File: src/inc/acs_defines.vh
/*
 * Constants for the converter sequencer: register offsets, field positions,
 * reset values, format codes and conversion length.
 * Assumes a byte-wide register port with a 2-bit address.
 */
`ifndef ACS_DEFINES_VH
`define ACS_DEFINES_VH

// ****************************************
// Register offsets
// ****************************************
`define ACS_ADDR_W 2
`define ACS_OFF_SC 2'h0
`define ACS_OFF_RHI 2'h1
`define ACS_OFF_RLO 2'h2
`define ACS_OFF_CLK 2'h3

// ****************************************
// Status and control fields
// ****************************************
`define ACS_SC_FLAG_BIT 7
`define ACS_SC_CONT_BIT 5
`define ACS_SC_CH_MSB 4
`define ACS_SC_CH_LSB 0
`define ACS_SC_RESET 8'h00

// ****************************************
// Clock register fields
// ****************************************
`define ACS_CK_DIV_MSB 7
`define ACS_CK_DIV_LSB 5
`define ACS_CK_SRC_BIT 4
`define ACS_CK_FMT_HI_BIT 3
`define ACS_CK_FMT_LO_BIT 2
`define ACS_CK_RESET 8'h00

// ****************************************
// Result formats
// ****************************************
`define ACS_FMT_LEFT 2'h0
`define ACS_FMT_RIGHT 2'h1
`define ACS_FMT_LSIGN 2'h2
`define ACS_FMT_TRUNC 2'h3

// ****************************************
// Conversion length in converter clocks
// ****************************************
`define ACS_CONV_TICKS 5'h10
`define ACS_CNT_W 5
`define ACS_DIV_W 8

`endif

File: src/verilog/acs_result_store.v
/*
 * Result store: formats a 10-bit result into high and low data bytes.
 * Assumes the caller pulses load only when a store is allowed.
 */
`include "acs_defines.vh"

module acs_result_store #(
	parameter RES_W = 10
) (
	input wire sys_clk,
	input wire reset,
	input wire load,
	input wire [1:0] fmt,
	input wire [RES_W-1:0] result,
	output reg [7:0] high_r,
	output reg [7:0] low_r
);

	reg [7:0] high_nxt;
	reg [7:0] low_nxt;

	// ****************************************
	// Justification
	// ****************************************
	always @* begin
		high_nxt = 8'h00;
		low_nxt = 8'h00;
		case (fmt)
			`ACS_FMT_LEFT: begin
				high_nxt = result[9:2]; // [RULE10]
				low_nxt = {result[1:0], 6'h00}; // [RULE16]
			end
			`ACS_FMT_RIGHT: begin
				high_nxt = {6'h00, result[9:8]}; // [RULE12] [RULE16]
				low_nxt = result[7:0]; // [RULE12]
			end
			`ACS_FMT_LSIGN: begin
				high_nxt = {~result[9], result[8:2]}; // [RULE13]
				low_nxt = {result[1:0], 6'h00}; // [RULE13]
			end
			`ACS_FMT_TRUNC: begin
				high_nxt = 8'h00; // [RULE16]
				low_nxt = result[9:2]; // [RULE14]
			end
			default: begin
				high_nxt = 8'h00;
				low_nxt = 8'h00;
			end
		endcase
	end

	always @(posedge sys_clk) begin
		if (reset) begin
			high_r <= 8'h00;
			low_r <= 8'h00;
		end else if (load) begin
			high_r <= high_nxt;
			low_r <= low_nxt;
		end
	end

endmodule

File: src/verilog/acs_sequencer.v
/*
 * Conversion sequencer for a 10-bit successive-approximation core:
 * register port, converter clock divider, single and continuous
 * sequencing, completion flag and read-order interlock.
 * Assumes the analog core samples core_result stable at the end of a
 * conversion and advances one step per core_tick.
 */
// The placing of the registers and the strobed register port are this design's own decisions.
`include "acs_defines.vh"

// Function
// RULE1: Status/control write starts a conversion
// RULE2: Conversion lasts 16 to 17 converter clocks
// RULE3: Software should set converter clock to 1 MHz
// RULE4: Continuous mode overwrites unread results
// RULE5: Continuous mode restarts while continuous bit set
// RULE6: Complete flag set, cleared by data read
// RULE7: Single mode: one conversion per write
// RULE8: Software discards results of interrupted conversions
// RULE9: Four formats chosen by two select bits
// RULE10: Left: top eight bits high, two low
// RULE11: Left: high read locks until low read
// RULE12: Right: two top bits high, eight low
// RULE13: Signed left: top result bit inverted
// RULE14: Truncation: top eight bits in low byte
// RULE15: Format codes 00,01,10,11 in that order
// RULE16: Unused data bits read zero
module acs_sequencer #(
	parameter RES_W = 10,
	parameter CH_W = 5
) (
	input wire sys_clk,
	input wire reset,
	input wire [`ACS_ADDR_W-1:0] reg_addr,
	input wire [7:0] reg_wdata,
	input wire reg_wr,
	input wire reg_rd,
	output reg [7:0] reg_rdata_r,
	input wire conv_ext_clk,
	input wire [RES_W-1:0] core_result,
	output wire core_tick,
	output reg core_start_r,
	output reg core_busy_r,
	output reg [CH_W-1:0] core_channel_r
);

	// ****************************************
	// States
	// ****************************************
	localparam ST_IDLE = 2'h0;
	localparam ST_ARM = 2'h1;
	localparam ST_RUN = 2'h2;

	reg [1:0] state_r;
	reg [1:0] state_nxt;
	reg [`ACS_CNT_W-1:0] cnt_r;
	reg [`ACS_CNT_W-1:0] cnt_nxt;

	// ****************************************
	// Register state
	// ****************************************
	reg continuous_convert_bit_r;
	reg conversion_complete_flag_r;
	reg [2:0] conv_clock_divide_bits_r;
	reg conv_clock_source_select_r;
	reg format_select_hi_r;
	reg format_select_lo_r;
	reg lock_r;
	reg lock_nxt;
	reg flag_nxt;

	wire [1:0] fmt = {format_select_hi_r, format_select_lo_r}; // [RULE9] [RULE15]
	wire left_fmt = (fmt == `ACS_FMT_LEFT) || (fmt == `ACS_FMT_LSIGN);

	wire wr_sc = reg_wr && (reg_addr == `ACS_OFF_SC);
	wire wr_clk = reg_wr && (reg_addr == `ACS_OFF_CLK);
	wire rd_hi = reg_rd && (reg_addr == `ACS_OFF_RHI);
	wire rd_lo = reg_rd && (reg_addr == `ACS_OFF_RLO);

	wire [7:0] result_high_reg;
	wire [7:0] result_low_reg;

	// ****************************************
	// External clock pin synchroniser
	// ****************************************
	// Third stage only confirms the second, so a runt pulse is ignored
	reg ext_s1_r;
	reg ext_s2_r;
	reg ext_s3_r;
	reg ext_lvl_r;
	reg ext_lvl_nxt;
	wire ext_rise = ext_lvl_nxt && !ext_lvl_r;

	always @* begin
		ext_lvl_nxt = ext_lvl_r;
		if (ext_s2_r == ext_s3_r) begin
			ext_lvl_nxt = ext_s2_r;
		end
	end

	always @(posedge sys_clk) begin
		if (reset) begin
			ext_s1_r <= 1'b0;
			ext_s2_r <= 1'b0;
			ext_s3_r <= 1'b0;
			ext_lvl_r <= 1'b0;
		end else begin
			ext_s1_r <= conv_ext_clk;
			ext_s2_r <= ext_s1_r;
			ext_s3_r <= ext_s2_r;
			ext_lvl_r <= ext_lvl_nxt;
		end
	end

	// ****************************************
	// Converter clock divider
	// ****************************************
	// Divide by a power of two; the rate itself is software's to choose
	reg [`ACS_DIV_W-1:0] div_r;
	wire src_pulse = conv_clock_source_select_r ? ext_rise : 1'b1;
	wire [`ACS_DIV_W-1:0] div_last =
		(({{(`ACS_DIV_W-1){1'b0}}, 1'b1}) << conv_clock_divide_bits_r) - 1'b1;
	wire div_wrap = src_pulse && (div_r >= div_last);

	assign core_tick = div_wrap;

	always @(posedge sys_clk) begin
		if (reset) begin
			div_r <= {`ACS_DIV_W{1'b0}};
		end else if (div_wrap) begin
			div_r <= {`ACS_DIV_W{1'b0}};
		end else if (src_pulse) begin
			div_r <= div_r + 1'b1;
		end
	end

	// ****************************************
	// Sequencer
	// ****************************************
	// Start waits for the next converter clock, hence one clock of spread
	wire conv_end = (state_r == ST_RUN) && core_tick && (cnt_r == `ACS_CONV_TICKS);
	wire store_ok = !(left_fmt && lock_r); // [RULE11]
	wire store = conv_end && !wr_sc && store_ok;

	always @* begin
		state_nxt = state_r;
		cnt_nxt = cnt_r;
		case (state_r)
			ST_IDLE: begin
				cnt_nxt = {`ACS_CNT_W{1'b0}};
			end
			ST_ARM: begin
				if (core_tick) begin
					state_nxt = ST_RUN;
					cnt_nxt = {{(`ACS_CNT_W-1){1'b0}}, 1'b1};
				end
			end
			ST_RUN: begin
				if (core_tick) begin
					if (cnt_r == `ACS_CONV_TICKS) begin // [RULE2]
						cnt_nxt = {`ACS_CNT_W{1'b0}};
						if (continuous_convert_bit_r) begin
							state_nxt = ST_ARM; // [RULE5]
						end else begin
							state_nxt = ST_IDLE; // [RULE7]
						end
					end else begin
						cnt_nxt = cnt_r + 1'b1;
					end
				end
			end
			default: begin
				state_nxt = ST_IDLE;
				cnt_nxt = {`ACS_CNT_W{1'b0}};
			end
		endcase
		if (wr_sc) begin
			// Rewrite aborts any conversion in flight and starts afresh
			state_nxt = ST_ARM; // [RULE1] [RULE8]
			cnt_nxt = {`ACS_CNT_W{1'b0}};
		end
	end

	always @(posedge sys_clk) begin
		if (reset) begin
			state_r <= ST_IDLE;
			cnt_r <= {`ACS_CNT_W{1'b0}};
			core_start_r <= 1'b0;
			core_busy_r <= 1'b0;
		end else begin
			state_r <= state_nxt;
			cnt_r <= cnt_nxt;
			core_start_r <= (state_r == ST_ARM) && core_tick && !wr_sc;
			core_busy_r <= (state_nxt != ST_IDLE);
		end
	end

	// ****************************************
	// Flag and interlock
	// ****************************************
	always @* begin
		flag_nxt = conversion_complete_flag_r;
		if (rd_hi || rd_lo) begin
			flag_nxt = 1'b0;
		end
		if (conv_end && !wr_sc) begin
			flag_nxt = 1'b1; // [RULE6]
		end
		lock_nxt = lock_r;
		if (rd_hi && left_fmt) begin
			lock_nxt = 1'b1; // [RULE11]
		end
		if (rd_lo || !left_fmt) begin
			lock_nxt = 1'b0; // [RULE11]
		end
	end

	always @(posedge sys_clk) begin
		if (reset) begin
			conversion_complete_flag_r <= 1'b0;
			lock_r <= 1'b0;
		end else begin
			conversion_complete_flag_r <= flag_nxt;
			lock_r <= lock_nxt;
		end
	end

	// ****************************************
	// Control registers
	// ****************************************
	wire [7:0] sc_reset = `ACS_SC_RESET;

	always @(posedge sys_clk) begin
		if (reset) begin
			continuous_convert_bit_r <= sc_reset[`ACS_SC_CONT_BIT];
			core_channel_r <= {CH_W{1'b0}};
			conv_clock_divide_bits_r <= 3'h0;
			conv_clock_source_select_r <= 1'b0;
			format_select_hi_r <= 1'b0;
			format_select_lo_r <= 1'b0;
		end else begin
			if (wr_sc) begin
				continuous_convert_bit_r <= reg_wdata[`ACS_SC_CONT_BIT];
				core_channel_r <= reg_wdata[`ACS_SC_CH_MSB:`ACS_SC_CH_LSB];
			end
			if (wr_clk) begin
				conv_clock_divide_bits_r <= reg_wdata[`ACS_CK_DIV_MSB:`ACS_CK_DIV_LSB];
				conv_clock_source_select_r <= reg_wdata[`ACS_CK_SRC_BIT];
				format_select_hi_r <= reg_wdata[`ACS_CK_FMT_HI_BIT]; // [RULE9]
				format_select_lo_r <= reg_wdata[`ACS_CK_FMT_LO_BIT]; // [RULE9]
			end
		end
	end

	// ****************************************
	// Result storage
	// ****************************************
	// Continuous results overwrite unread data unless the lock holds
	acs_result_store #(
		.RES_W(RES_W)
	) u_store (
		.sys_clk(sys_clk),
		.reset(reset),
		.load(store), // [RULE4]
		.fmt(fmt),
		.result(core_result),
		.high_r(result_high_reg),
		.low_r(result_low_reg)
	);

	// ****************************************
	// Read port
	// ****************************************
	reg [7:0] rdata_nxt;

	always @* begin
		rdata_nxt = 8'h00;
		case (reg_addr)
			`ACS_OFF_SC: begin
				rdata_nxt[`ACS_SC_FLAG_BIT] = conversion_complete_flag_r;
				rdata_nxt[`ACS_SC_CONT_BIT] = continuous_convert_bit_r;
				rdata_nxt[`ACS_SC_CH_MSB:`ACS_SC_CH_LSB] = core_channel_r;
			end
			`ACS_OFF_RHI: begin
				rdata_nxt = result_high_reg;
			end
			`ACS_OFF_RLO: begin
				rdata_nxt = result_low_reg;
			end
			`ACS_OFF_CLK: begin
				rdata_nxt[`ACS_CK_DIV_MSB:`ACS_CK_DIV_LSB] = conv_clock_divide_bits_r;
				rdata_nxt[`ACS_CK_SRC_BIT] = conv_clock_source_select_r;
				rdata_nxt[`ACS_CK_FMT_HI_BIT] = format_select_hi_r;
				rdata_nxt[`ACS_CK_FMT_LO_BIT] = format_select_lo_r;
			end
			default: begin
				rdata_nxt = 8'h00;
			end
		endcase
	end

	always @(posedge sys_clk) begin
		if (reset) begin
			reg_rdata_r <= 8'h00;
		end else if (reg_rd) begin
			reg_rdata_r <= rdata_nxt;
		end else begin
			reg_rdata_r <= 8'h00;
		end
	end

endmodule

File: config.mk
export PLATFORM = sky130hd
export DESIGN_NAME = acs_sequencer
export DESIGN_NICKNAME = d
export VERILOG_FILES = /design/src/verilog/acs_result_store.v /design/src/verilog/acs_sequencer.v
export VERILOG_INCLUDE_DIRS = /design/src /design/src/inc
export SDC_FILE = /design/constraint.sdc
export NUM_CORES = 1
export LEC_CHECK = 0
export BUFFER_PORTS_ARGS = -buffer_cell sky130_fd_sc_hd__buf_2
export CAP_MARGIN = 40
export CORE_UTILIZATION = 31
export CTS_CLUSTER_DIAMETER = 50
export DETAILED_ROUTE_END_ITERATION = 8
export PLACE_DENSITY = 0.51
export SLEW_MARGIN = 20
export SYNTH_ARGS = -nofsm -noshare
export SYNTH_HDL_FRONTEND = slang
export SYNTH_HIERARCHICAL = 1
export SYNTH_SLANG_ARGS = --single-unit
File: constraint.sdc
create_clock -name sys_clk -period 3.85 [get_ports sys_clk]
set_input_delay 0 -clock sys_clk [delete_from_list [all_inputs] [get_ports sys_clk]]
set_output_delay 0 -clock sys_clk [all_outputs]
set_load 0.01 [all_outputs]
==> results.sh, run 1 <==
export IMPL_run_status="finished, final reports clean"
export IMPL_share_clk_of_total_power=0.429
export IMPL_synth_distinct_cells=54
export IMPL_hold_start="reg_addr[0]"
export IMPL_wire_per_inst_um=13.6
export IMPL_clock_insertion_delay_at_the_later_pin_of_the_skew_report_ns=0.34
export IMPL_grt_util_all_layers=0.148
export IMPL_cts_hold_buffers=21
export IMPL_max_root_sink_buffers=2
export IMPL_critical_path_cell_chain="or3_1 -> ha_1 -> xnor2_1 -> ha_1 -> a31oi_1 -> nor2b_1 -> o311ai_4 -> nand2_4 -> nand3_1 -> a21oi_1 -> buf_4 -> nor2_1 -> o2bb2ai_1"
export IMPL_grt_pass1_vias=2325
export IMPL_netlist_top_cell_by_area="sky130_fd_sc_hd__dfxtp_1"
export IMPL_maxcap_viol_count=0
export IMPL_p_leak_nw=1.49
export IMPL_hold_viol_final=0
export IMPL_firstDrtPassIters=4
export IMPL_floorplan_io_pins=41
export IMPL_antenna_found_initial=0
export IMPL_final_core_density=0.402
export IMPL_core_area_mm2=0.00937
export IMPL_startpoint_class_of_the_critical_path="flop"
export IMPL_largest_net_degree_at_the_start_of_global_routing=40
export IMPL_finalCritPeriodShare=0.872
export IMPL_die_w_um=101
export IMPL_final_antenna_violating_net_count=0
export IMPL_cts_buffers_inserted=9
export IMPL_area_share_of_fa_ha_maj_cells_after_synthesis=0.0656
export IMPL_finish_net_count=422
export IMPL_part_of_the_total_power_dissipated_in_sequential_elements=0.437
export IMPL_post_syn_nets=362
export IMPL_worstHoldPathType="primary input to flop"
export IMPL_layout_area_overhead_vs_synth_pct=23.5
export IMPL_synth_seq_area_share=0.387
export IMPL_clockRootBuffer="sky130_fd_sc_hd__clkbuf_8"
export IMPL_number_of_placement_rows=35
export IMPL_worst_setup_skew_after_layout_ns=0.0120
export IMPL_power_density_cell_area_mw_per_mm2=391
export IMPL_vdd_ir_drop_worst_uv=209
export IMPL_drt_wl_total_um=7020
export IMPL_route_detailed_vias_per_inst=4.78
export IMPL_num_fill_cells=990
export IMPL_critPathKind="flop to flop"
export IMPL_synth_warning_count=6
export IMPL_routed_top_layer="met4"
export IMPL_crit_path_max_fanout=17
export IMPL_most_common_flop_cell_mapped_by_yosys="sky130_fd_sc_hd__dfxtp_1"
export IMPL_design_die_area_mm2=0.0102
export IMPL_initial_core_util=0.326
export IMPL_max_clock_freq_ghz=0.298
export IMPL_worst_hold_margin_ns=0.128
export IMPL_synth_enable_flop_cells=0
export IMPL_n_antenna_cell=0
export IMPL_path_common_cell="sky130_fd_sc_hd__ha_1"
export IMPL_unrepaired_setup_endpoints_after_global_routing="false"
export IMPL_p_sw_frac=0.252
export IMPL_worst_path_dominant_cell_family="simple AND/OR/NAND/NOR gates"
export IMPL_synth_compound_gate_area_share=0.131
export IMPL_multi_input_gate_area_mm2=0.00174
export IMPL_place_detailed_hpwl_um=5030
export IMPL_met2RoutedLength_um=3150
export IMPL_post_synth_instance_area_mm2=0.00305
export IMPL_detailroute_wirelength_met3_um=273
export IMPL_ctsHtreeMaxLevel=3
export IMPL_globalplace_congestion=0.824
export IMPL_power_switching_mw=0.370
export IMPL_cts_tree="built"
export IMPL_main_combinational_cell_family_by_area_after_synthesis="simple AND/OR/NAND/NOR gates"
export IMPL_critical_path_startpoint="conv_clock_divide_bits_r[0]"
export IMPL_number_of_buffer_cells_added_on_primary_ports=40
export IMPL_worst_ep_arrival_time_ns=3.63
export IMPL_clock_transition_at_path_regs_ns=0.07
export IMPL_setup_tns_final_ns=0
export IMPL_drive_above_1_share=0.212
export IMPL_required_worst_endpoint_ns=4.12
export IMPL_yosys_area_share_xor_xnor=0.0258
export IMPL_cp_slowest_stage_delay_ns=0.42
export IMPL_first_pass_grt_wire_length_um=11600
export IMPL_cts_resized=0
export IMPL_synth_top_cells_by_count="sky130_fd_sc_hd__dfxtp_1, sky130_fd_sc_hd__nor2_1, sky130_fd_sc_hd__nand2_1, sky130_fd_sc_hd__a21oi_1, sky130_fd_sc_hd__mux2i_1"
export IMPL_timing_max_slew_rel_slack=0.521
export IMPL_p_total_mw=1.47
export IMPL_part_of_the_total_power_dissipated_in_combinational_logic=0.134
export IMPL_setup_viol_count_final=0
export IMPL_cp_num_buf_inv=1
export IMPL_grt_overflow=0
export IMPL_synthesis_area_per_instance_um2=9.51
export IMPL_timing_final_crit_period_ns=3.36
export IMPL_synth_seq_cells=59
export IMPL_async_reset_ff_frac=0
export IMPL_synth_cells=321
export IMPL_routedLengthMet1_um=3530
export IMPL_internal_power_mw=1.10
export IMPL_area_sequential_mm2=0.00118
export IMPL_timing_max_transition_violations_final=0
export IMPL_clock_sink_count=59
export IMPL_drt_initial_drc_count=61
export IMPL_crit_path_end_kind="flop"
export IMPL_rr_startpoint="conv_clock_divide_bits_r[0]"
export IMPL_slowest_stage="sky130_fd_sc_hd__or3_1"
export IMPL_synth_simple_gate_area_frac=0.237
export IMPL_yosysMostFrequentCell="sky130_fd_sc_hd__dfxtp_1"
export IMPL_remaining_drc_errors=0
export IMPL_post_cts_setup_buffer_count=0
export IMPL_num_vias=2464
export IMPL_synth_mux_area_frac=0.107
export IMPL_ys_top_cells_by_area="sky130_fd_sc_hd__dfxtp_1, sky130_fd_sc_hd__ha_1, sky130_fd_sc_hd__mux2i_1"
export IMPL_die_y_um=101
export IMPL_synth_largest_type_area_fraction=0.387
export IMPL_tightestPinTransition_ns=0.718
-- metal layers --
layer,vias up,GRT usage
li1,1259,-
met1,1146,0.207
met4,0,0.0502
met3,6,0.0373
met5,-,0
met2,53,0.222
-- cell families (layout without fill, tap and decap cells) --
| family | after synthesis | in the layout |
|---|---|---|
| simple gates | 131 | 131 |
| flops | 59 | 59 |
| compound gates | 54 | 54 |
| mux | 26 | 26 |
| buf+inv | 25 | 90 |
| fa+ha+maj | 16 | 16 |
| xor+xnor | 9 | 9 |
| other cells | 1 | 1 |
-- path summary, 6_finish.rpt --
check,endpoint,slack (ns),cells after the start
hold reg to reg,ext_s2_r,0.45,1
hold / removal,lock_r,0.13,3
setup / recovery,u_store/low_r[1],0.49,13
setup reg to reg,u_store/low_r[1],0.49,13
-- stage by stage --
step                cell area (um2)  instances  setup slack [ns]
global placement               3340        478             0.589
floorplan                      3050        321             0.553
detailed placement             3340        478             0.520
CTS                            3770        515             0.493
finish                         3770        515             0.492
global route                   3770        515             0.223
-- worst min-delay path, delay by kind of cell --
family                 cells  cell delay [ns]
buffers and inverters      1             0.21
AOI/OAI and AO/OA          2             0.20
-- layout make-up --
| class | count | area share |
|---|---|---|
| clock buffers | 12 | 0.0385 |
| clock inverters | 4 | 0.0196 |
| inverters | 10 | 0.00996 |
| multi-input cells | 237 | 0.461 |
| flip-flops and latches | 59 | 0.314 |
| well taps | 129 | 0.0428 |
| repair buffers | 64 | 0.115 |
-- cell usage in the layout, fill, tap and decap left out, drive strengths merged, types with 3 or more instances in the layout --
cell type / instances
nand3: 14
nand3b: 9
mux4: 5
xor2: 4
mux2: 4
mux2i: 17
and3: 3
clkbuf: 12
nor3: 3
nor2b: 15
a31oi: 4
nand2: 25
dfxtp: 59
o2bb2ai: 7
buf: 43
o21ai: 8
xnor2: 5
a21oi: 22
nand4: 6
and4: 3
ha: 16
or2: 3
dlygate4sd3: 21
nand2b: 10
inv: 10
nor2: 33
-- registers in the layout (all words and copies together) (netlist names), 2 cells and up --
name	count
cnt_r	5
conv_clock_divide_bits_r	3
core_channel_r	5
div_r	8
reg_rdata_r	8
state_r	2
u_store/high_r	8
u_store/low_r	8
-- power by group through the flow --
| stage | Clock [mW] | Combinational (mW) | Sequential [mW] |
|---|---|---|---|
| floorplan | 0 | 0.137 | 0.651 |
| global placement | 0 | 0.180 | 0.656 |
| detailed placement | 0 | 0.182 | 0.657 |
| CTS | 0.651 | 0.200 | 0.643 |
| global route | 0.680 | 0.219 | 0.645 |
| finish | 0.631 | 0.198 | 0.642 |
No activity file was read; power rests on OpenSTA's default activity.
==> run 2: changes to the inputs <==
--- a/config.mk
+++ b/config.mk
@@ -6,12 +6,12 @@
 export SDC_FILE = /design/constraint.sdc
 export NUM_CORES = 1
 export LEC_CHECK = 0
-export BUFFER_PORTS_ARGS = -buffer_cell sky130_fd_sc_hd__buf_2
 export CAP_MARGIN = 40
 export CORE_UTILIZATION = 31
 export CTS_CLUSTER_DIAMETER = 50
 export DETAILED_ROUTE_END_ITERATION = 8
-export PLACE_DENSITY = 0.51
+export DONT_BUFFER_PORTS = 1
+export PLACE_DENSITY = 0.48
 export SLEW_MARGIN = 20
 export SYNTH_ARGS = -nofsm -noshare
 export SYNTH_HDL_FRONTEND = slang
==> results.sh, run 2 (synthesis results as in run 1) <==
export IMPL_run_status="finished, violations left"
export IMPL_violations="hold timing"
export IMPL_globalplace_congestion=0.781
export IMPL_antenna_found_initial=0
export IMPL_met1_usage=0.205
export IMPL_layout_cell_area_non_filler_mm2=0.00388
export IMPL_worstHoldPathType="primary input to flop"
export IMPL_layout_area_overhead_vs_synth_pct=27.1
export IMPL_p_leak_nw=1.47
export IMPL_power_density_cell_area_mw_per_mm2=398
export IMPL_crit_path_end_kind="flop"
export IMPL_rr_startpoint="conv_clock_divide_bits_r[1]"
export IMPL_gr_usage_met2=0.234
export IMPL_clock_insertion_delay_at_the_later_pin_of_the_skew_report_ns=0.35
export IMPL_clock_sink_count=59
export IMPL_timing_final_crit_period_ns=3.66
export IMPL_cp_slowest_stage_delay_ns=0.56
export IMPL_path_common_cell="sky130_fd_sc_hd__a21oi_1"
export IMPL_clockRootBuffer="sky130_fd_sc_hd__clkbuf_8"
export IMPL_maxcap_viol_count=0
export IMPL_grt_pass1_vias=2361
export IMPL_critPathKind="flop to flop"
export IMPL_vdd_ir_drop_worst_uv=236
export IMPL_worst_ep_arrival_time_ns=3.90
export IMPL_drt_initial_drc_count=71
export IMPL_ctsHtreeMaxLevel=3
export IMPL_finish_net_count=408
export IMPL_max_root_sink_buffers=2
export IMPL_tightestPinTransition_ns=0.642
export IMPL_cts_buffers_inserted=9
export IMPL_startpoint_class_of_the_critical_path="flop"
export IMPL_worst_hold_margin_ns=-0.00336
export IMPL_critical_path_cell_chain="or3_1 -> ha_2 -> nor3_1 -> a21o_1 -> a21oi_1 -> ha_1 -> and4_1 -> o311ai_4 -> nand2_4 -> nand3_1 -> a21oi_2 -> clkbuf_4 -> nand2b_1 -> a21oi_1 -> dlygate4sd3_1"
export IMPL_slowest_stage="sky130_fd_sc_hd__dlygate4sd3_1"
export IMPL_grt_util_all_layers=0.152
export IMPL_die_w_um=101
export IMPL_crit_path_max_fanout=11
export IMPL_p_total_mw=1.54
export IMPL_ff2ff_setup_slack_ns=0.19
export IMPL_critical_path_startpoint="conv_clock_divide_bits_r[1]"
export IMPL_finalCritPeriodShare=0.950
export IMPL_cp_depth=15
export IMPL_reg2reg_depth=15
export IMPL_initial_core_util=0.326
export IMPL_wire_per_inst_um=15.0
export IMPL_max_clock_freq_ghz=0.273
export IMPL_most_common_cell_after_layout_fill_and_taps_aside="sky130_fd_sc_hd__dfxtp_1"
export IMPL_number_of_placement_rows=35
export IMPL_required_worst_endpoint_ns=4.09
export IMPL_route_detailed_vias_per_inst=4.90
export IMPL_firstDrtPassIters=4
export IMPL_timing_max_transition_violations_final=0
export IMPL_clock_transition_at_path_regs_ns=0.08
export IMPL_floorplan_io_pins=41
export IMPL_worst_setup_skew_after_layout_ns=0.0145
export IMPL_cp_endpoint="u_store/high_r[3]"
export IMPL_layout_cells_most_common_list="sky130_fd_sc_hd__dfxtp_1, sky130_fd_sc_hd__dlygate4sd3_1, sky130_fd_sc_hd__nor2_1, sky130_fd_sc_hd__nand2_1, sky130_fd_sc_hd__a21oi_1"
export IMPL_timing_max_slew_rel_slack=0.572
export IMPL_hold_viol_final=3
export IMPL_worst_path_dominant_cell_family="simple AND/OR/NAND/NOR gates"
export IMPL_grt_overflow=0
export IMPL_remaining_drc_errors=0
export IMPL_die_y_um=101
export IMPL_rr_endpoint="u_store/high_r[3]"
export IMPL_first_pass_grt_wire_length_um=11900
export IMPL_place_detailed_hpwl_um=4940
export IMPL_num_vias=2457
export IMPL_design_die_area_mm2=0.0102
export IMPL_core_area_mm2=0.00937
export IMPL_drive_above_1_share=0.134
export IMPL_n_antenna_cell=0
export IMPL_post_cts_setup_buffer_count=0
export IMPL_largest_net_degree_at_the_start_of_global_routing=38
export IMPL_cts_tree="built"
export IMPL_placed_cell_area_mm2=0.00313
export IMPL_drt_wl_total_um=7530
export IMPL_number_of_buffer_cells_added_on_primary_ports=0
export IMPL_final_antenna_violating_net_count=0
export IMPL_top_usage_layer="met2"
export IMPL_setup_viol_count_final=0
export IMPL_cp_num_buf_inv=2
export IMPL_met3_track_demand_over_resource_in_global_routing=0.0331
## run 2: cell count changes in the layout (fill, tap and decap cells not counted), sizes merged
cell         delta
buf            -40
bufinv          +1
clkbuf          -2
clkinvlp        +1
dlygate4sd3    +24
inv             +1
nand2           +1
## run 2: worst min path at each step
stage                   endpoint  cells past startpoint         start
6_report          reg_rdata_r[0]                      2         reset
5_1_grt           reg_rdata_r[5]                      2   reg_addr[1]
4_1_cts           reg_rdata_r[0]                      2         reset
3_5_place_dp   u_store/high_r[1]                      1         reset
3_3_place_gp   u_store/high_r[1]                      1         reset
2_1_floorplan           ext_s1_r                      1  conv_ext_clk
## run 2: through the flow
| step | setup TNS, ns | setup WS [ns] | std cells | hold WS [ns] | util |
|---|---|---|---|---|---|
| final | 0 | 0.193 | 501 | -0.00336 | 0.414 |
| after global routing | -0.175 | -0.0483 | 501 | 0.0354 | 0.414 |
| after CTS | 0 | 0.0390 | 499 | 0.0000199 | 0.411 |
| after detailed placement | 0 | 0.431 | 437 | 0.0750 | 0.334 |
| after global placement | 0 | 0.484 | 437 | 0.0731 | 0.334 |
| after floorplan | 0 | 0.553 | 321 | 0.128 | - |
## run 2: area by class of cell
class                      count  area (um2)
timing repair buffer          49         497
fill                         969        5490
clock inverter                 7         124
tap                          129         161
clock buffer                   9         124
sequential                    59        1180
inverter                      10        37.5
multi-input combinational    238        1750
## run 2: power by group
group	total (mW)	leakage (nW)	internal [mW]	switching (mW)
registers	0.645	0.478	0.625	0.0198
logic	0.190	0.868	0.0911	0.0987
clock network	0.707	0.120	0.434	0.273
total	1.54	1.47	1.15	0.392
## run 2: what timing repair did
item | in CTS | in global routing
hold buffers | 46 | 0
gates resized for setup | 0 | 6
endpoints found under the setup margin | 0 | 7
endpoints found under the hold margin | 50 | 0
## run 2: routing by layer
metal / wire length [um] / vias up / share of wire
met5: 0 / - / 0
met4: 159 / 0 / 0.021
met3: 307 / 14 / 0.041
met2: 3400 / 62 / 0.45
met1: 3670 / 1146 / 0.49
li1: - / 1235 / -
## run 2: worst reg2reg max path: stages, from the launching register on
cell	delay, ns
sky130_fd_sc_hd__dfxtp_1	0.38
sky130_fd_sc_hd__or3_1	0.40
sky130_fd_sc_hd__ha_2	0.23
sky130_fd_sc_hd__nor3_1	0.19
sky130_fd_sc_hd__a21o_1	0.11
sky130_fd_sc_hd__a21oi_1	0.07
sky130_fd_sc_hd__ha_1	0.29
sky130_fd_sc_hd__and4_1	0.21
sky130_fd_sc_hd__o311ai_4	0.18
sky130_fd_sc_hd__nand2_4	0.17
sky130_fd_sc_hd__nand3_1	0.13
sky130_fd_sc_hd__a21oi_2	0.20
sky130_fd_sc_hd__clkbuf_4	0.26
sky130_fd_sc_hd__nand2b_1	0.12
sky130_fd_sc_hd__a21oi_1	0.05
sky130_fd_sc_hd__dlygate4sd3_1	0.56
==> run 3: changes to the inputs <==
--- a/config.mk
+++ b/config.mk
@@ -6,6 +6,7 @@
 export SDC_FILE = /design/constraint.sdc
 export NUM_CORES = 1
 export LEC_CHECK = 0
+export ABC_AREA = 1
 export CAP_MARGIN = 40
 export CORE_UTILIZATION = 31
 export CTS_CLUSTER_DIAMETER = 50
==> results.sh, run 3 <==
export IMPL_worst_path_dominant_cell_family="simple AND/OR/NAND/NOR gates"
export IMPL_design_die_area_mm2=0.0103
export IMPL_timing_max_slew_rel_slack=0.495
export IMPL_run_status="finished, final reports clean"
export IMPL_route_detailed_vias_per_inst=4.70
export IMPL_remaining_drc_errors=0
export IMPL_p_sw_frac=0.271
export IMPL_timing_max_transition_violations_final=0
export IMPL_p_leak_nw=1.54
export IMPL_layout_cells_most_common_list="sky130_fd_sc_hd__nand2_1, sky130_fd_sc_hd__dfxtp_1, sky130_fd_sc_hd__nor2_1, sky130_fd_sc_hd__inv_1, sky130_fd_sc_hd__nand3_1"
export IMPL_ctsHtreeMaxLevel=3
export IMPL_netlist_top_cell_by_area="sky130_fd_sc_hd__dfxtp_1"
export IMPL_worstHoldPathType="primary input to flop"
export IMPL_num_fill_cells=986
export IMPL_slowest_stage="sky130_fd_sc_hd__dlygate4sd3_1"
export IMPL_synth_distinct_cells=36
export IMPL_layout_cell_area_non_filler_mm2=0.00375
export IMPL_worst_setup_skew_after_layout_ns=0.00711
export IMPL_cts_buffers_inserted=9
export IMPL_unrepaired_setup_endpoints_after_global_routing="false"
export IMPL_clock_transition_at_path_regs_ns=0.07
export IMPL_ff2ff_setup_slack_ns=0.33
export IMPL_num_vias=2832
export IMPL_finish_net_count=512
export IMPL_place_detailed_hpwl_um=5600
export IMPL_critical_path_cell_chain="nor2_4 -> nand2_2 -> ha_2 -> inv_1 -> nor2_1 -> o31ai_1 -> inv_1 -> ha_1 -> nand2_1 -> nor2_1 -> nor2_1 -> nand2_1 -> nand2_1 -> nand2_2 -> nand2_4 -> inv_4 -> nand4_1 -> a21oi_2 -> inv_4 -> nor2_4 -> nand3_2 -> a21oi_2 -> dlygate4sd3_1"
export IMPL_tightestPinTransition_ns=0.757
export IMPL_most_common_flop_cell_mapped_by_yosys="sky130_fd_sc_hd__dfxtp_1"
export IMPL_grt_util_all_layers=0.160
export IMPL_number_of_buffer_cells_added_on_primary_ports=0
export IMPL_clock_sink_count=59
export IMPL_synth_top_cells_by_count="sky130_fd_sc_hd__nand2_1, sky130_fd_sc_hd__dfxtp_1, sky130_fd_sc_hd__nor2_1, sky130_fd_sc_hd__inv_1, sky130_fd_sc_hd__nand3_1"
export IMPL_synth_enable_flop_cells=0
export IMPL_largest_net_degree_at_the_start_of_global_routing=24
export IMPL_setup_tns_final_ns=0
export IMPL_maxcap_viol_count=0
export IMPL_yosysMostFrequentCell="sky130_fd_sc_hd__nand2_1"
export IMPL_startpoint_class_of_the_critical_path="flop"
export IMPL_floorplan_io_pins=41
export IMPL_p_total_mw=1.39
export IMPL_firstDrtPassIters=4
export IMPL_worst_ep_arrival_time_ns=3.80
export IMPL_setup_viol_count_final=0
export IMPL_drt_wl_total_um=7840
export IMPL_clock_insertion_delay_at_the_later_pin_of_the_skew_report_ns=0.33
export IMPL_crit_path_max_fanout=9
export IMPL_post_synth_instance_area_mm2=0.00307
export IMPL_hold_viol_final=0
export IMPL_async_reset_ff_frac=0
export IMPL_part_of_the_total_power_dissipated_in_combinational_logic=0.138
export IMPL_first_pass_grt_wire_length_um=12600
export IMPL_cts_tree="built"
export IMPL_drt_initial_drc_count=167
export IMPL_crit_path_end_kind="flop"
export IMPL_met3_track_demand_over_resource_in_global_routing=0.0545
export IMPL_vdd_ir_drop_worst_uv=203
export IMPL_final_antenna_violating_net_count=0
export IMPL_placed_cell_area_mm2=0.00316
export IMPL_met1_usage=0.212
export IMPL_cp_num_buf_inv=5
export IMPL_initial_core_util=0.326
export IMPL_top_usage_layer="met2"
export IMPL_part_of_the_total_power_dissipated_in_sequential_elements=0.471
export IMPL_finalCritPeriodShare=0.915
export IMPL_max_clock_freq_ghz=0.284
export IMPL_gr_usage_met2=0.249
export IMPL_grt_pass1_vias=2561
export IMPL_share_clk_of_total_power=0.391
export IMPL_synth_cells=428
export IMPL_synth_warning_count=6
export IMPL_critPathKind="flop to flop"
export IMPL_synth_seq_cells=59
export IMPL_drive_above_1_share=0.120
export IMPL_post_syn_nets=469
export IMPL_core_area_mm2=0.00942
export IMPL_grt_overflow=0
export IMPL_n_antenna_cell=0
export IMPL_ys_top_cells_by_area="sky130_fd_sc_hd__dfxtp_1, sky130_fd_sc_hd__nand2_1, sky130_fd_sc_hd__nor2_1"
export IMPL_antenna_found_initial=0
export IMPL_clockRootBuffer="sky130_fd_sc_hd__clkbuf_8"
export IMPL_required_worst_endpoint_ns=4.13
export IMPL_most_common_cell_after_layout_fill_and_taps_aside="sky130_fd_sc_hd__nand2_1"
export IMPL_synth_largest_type_area_fraction=0.385
export IMPL_timing_final_crit_period_ns=3.52
export IMPL_max_root_sink_buffers=2
export IMPL_power_density_cell_area_mw_per_mm2=370
export IMPL_synth_seq_area_share=0.385
export IMPL_die_y_um=101
export IMPL_wire_per_inst_um=13.0
export IMPL_synthesis_area_per_instance_um2=7.17
export IMPL_internal_power_mw=1.01
export IMPL_number_of_placement_rows=35
export IMPL_die_w_um=101
export IMPL_power_switching_mw=0.376
export IMPL_globalplace_congestion=0.786
export IMPL_layout_area_overhead_vs_synth_pct=22.4
export IMPL_cp_slowest_stage_delay_ns=0.55
export IMPL_worst_hold_margin_ns=0.0967
-- run 3: cell count changes after synthesis, sizes merged, moves of 5 or more --
cell	before	now
o21ai	8	26
inv	10	56
nand2	25	99
nand3	14	43
nor2	33	62
nor2b	15	0
o2bb2ai	7	0
a21oi	22	33
nand2b	10	0
nand3b	9	0
clkbuf	6	0
mux4	5	0
mux2i	17	0
-- run 3: cell families after synthesis --
group	synth area share
and+or+nand+nor	0.309
AOI/OAI and AO/OA	0.135
buffers and inverters	0.0955
DFF	0.385
adders and majority gates	0.0653
xor gates and xnor gates	0.00857
other	0.00122
-- run 3: power groups by stage --
stage	registers, mW	logic, mW	clock network [mW]
after floorplan	0.657	0.133	0
after global placement	0.666	0.152	0
after detailed placement	0.666	0.155	0
after CTS	0.653	0.188	0.560
after global routing	0.657	0.220	0.589
final	0.654	0.191	0.543
-- run 3: repair_timing --
item | 4_1_cts | 5_1_grt
setup buffers | 0 | 7
hold buffers | 31 | 0
hold endpoints to repair | 48 | 0
endpoints found under the setup margin | 0 | 3
resized for setup | 0 | 12
-- run 3: path summary, 6_finish.rpt --
kind / from / to / depth (start not counted)
worst min-delay path: reg_wr / conv_clock_divide_bits_r[1] / 2
worst max-delay path: conv_clock_divide_bits_r[1] / u_store/high_r[7] / 23
worst min register to register: ext_s1_r / ext_s2_r / 2
worst max register to register: conv_clock_divide_bits_r[1] / u_store/high_r[7] / 23
-- run 3: per-stage QoR --
stage	utilization	worst slack, ns	instances
after floorplan	-	0.994	428
after global placement	0.336	0.672	549
after detailed placement	0.336	0.559	549
after CTS	0.388	0.0240	594
after global routing	0.399	0.00289	603
final	0.399	0.328	603
-- run 3: area by class of cell --
cell class | instances | area (um2) | share of cell area
inverter | 57 | 226 | 0.0604
tap | 129 | 161 | 0.0430
timing repair buffer | 41 | 390 | 0.104
clock inverter | 3 | 40.0 | 0.0107
clock buffer | 11 | 141 | 0.0377
multi-input combinational | 303 | 1610 | 0.429
sequential | 59 | 1180 | 0.315
-- run 3: routing by layer --
metal / part of all wire / vias up
li1: - / 1473
met1: 0.48 / 1296
met2: 0.46 / 59
met3: 0.050 / 4
met4: 0.0061 / 0
met5: 0 / -
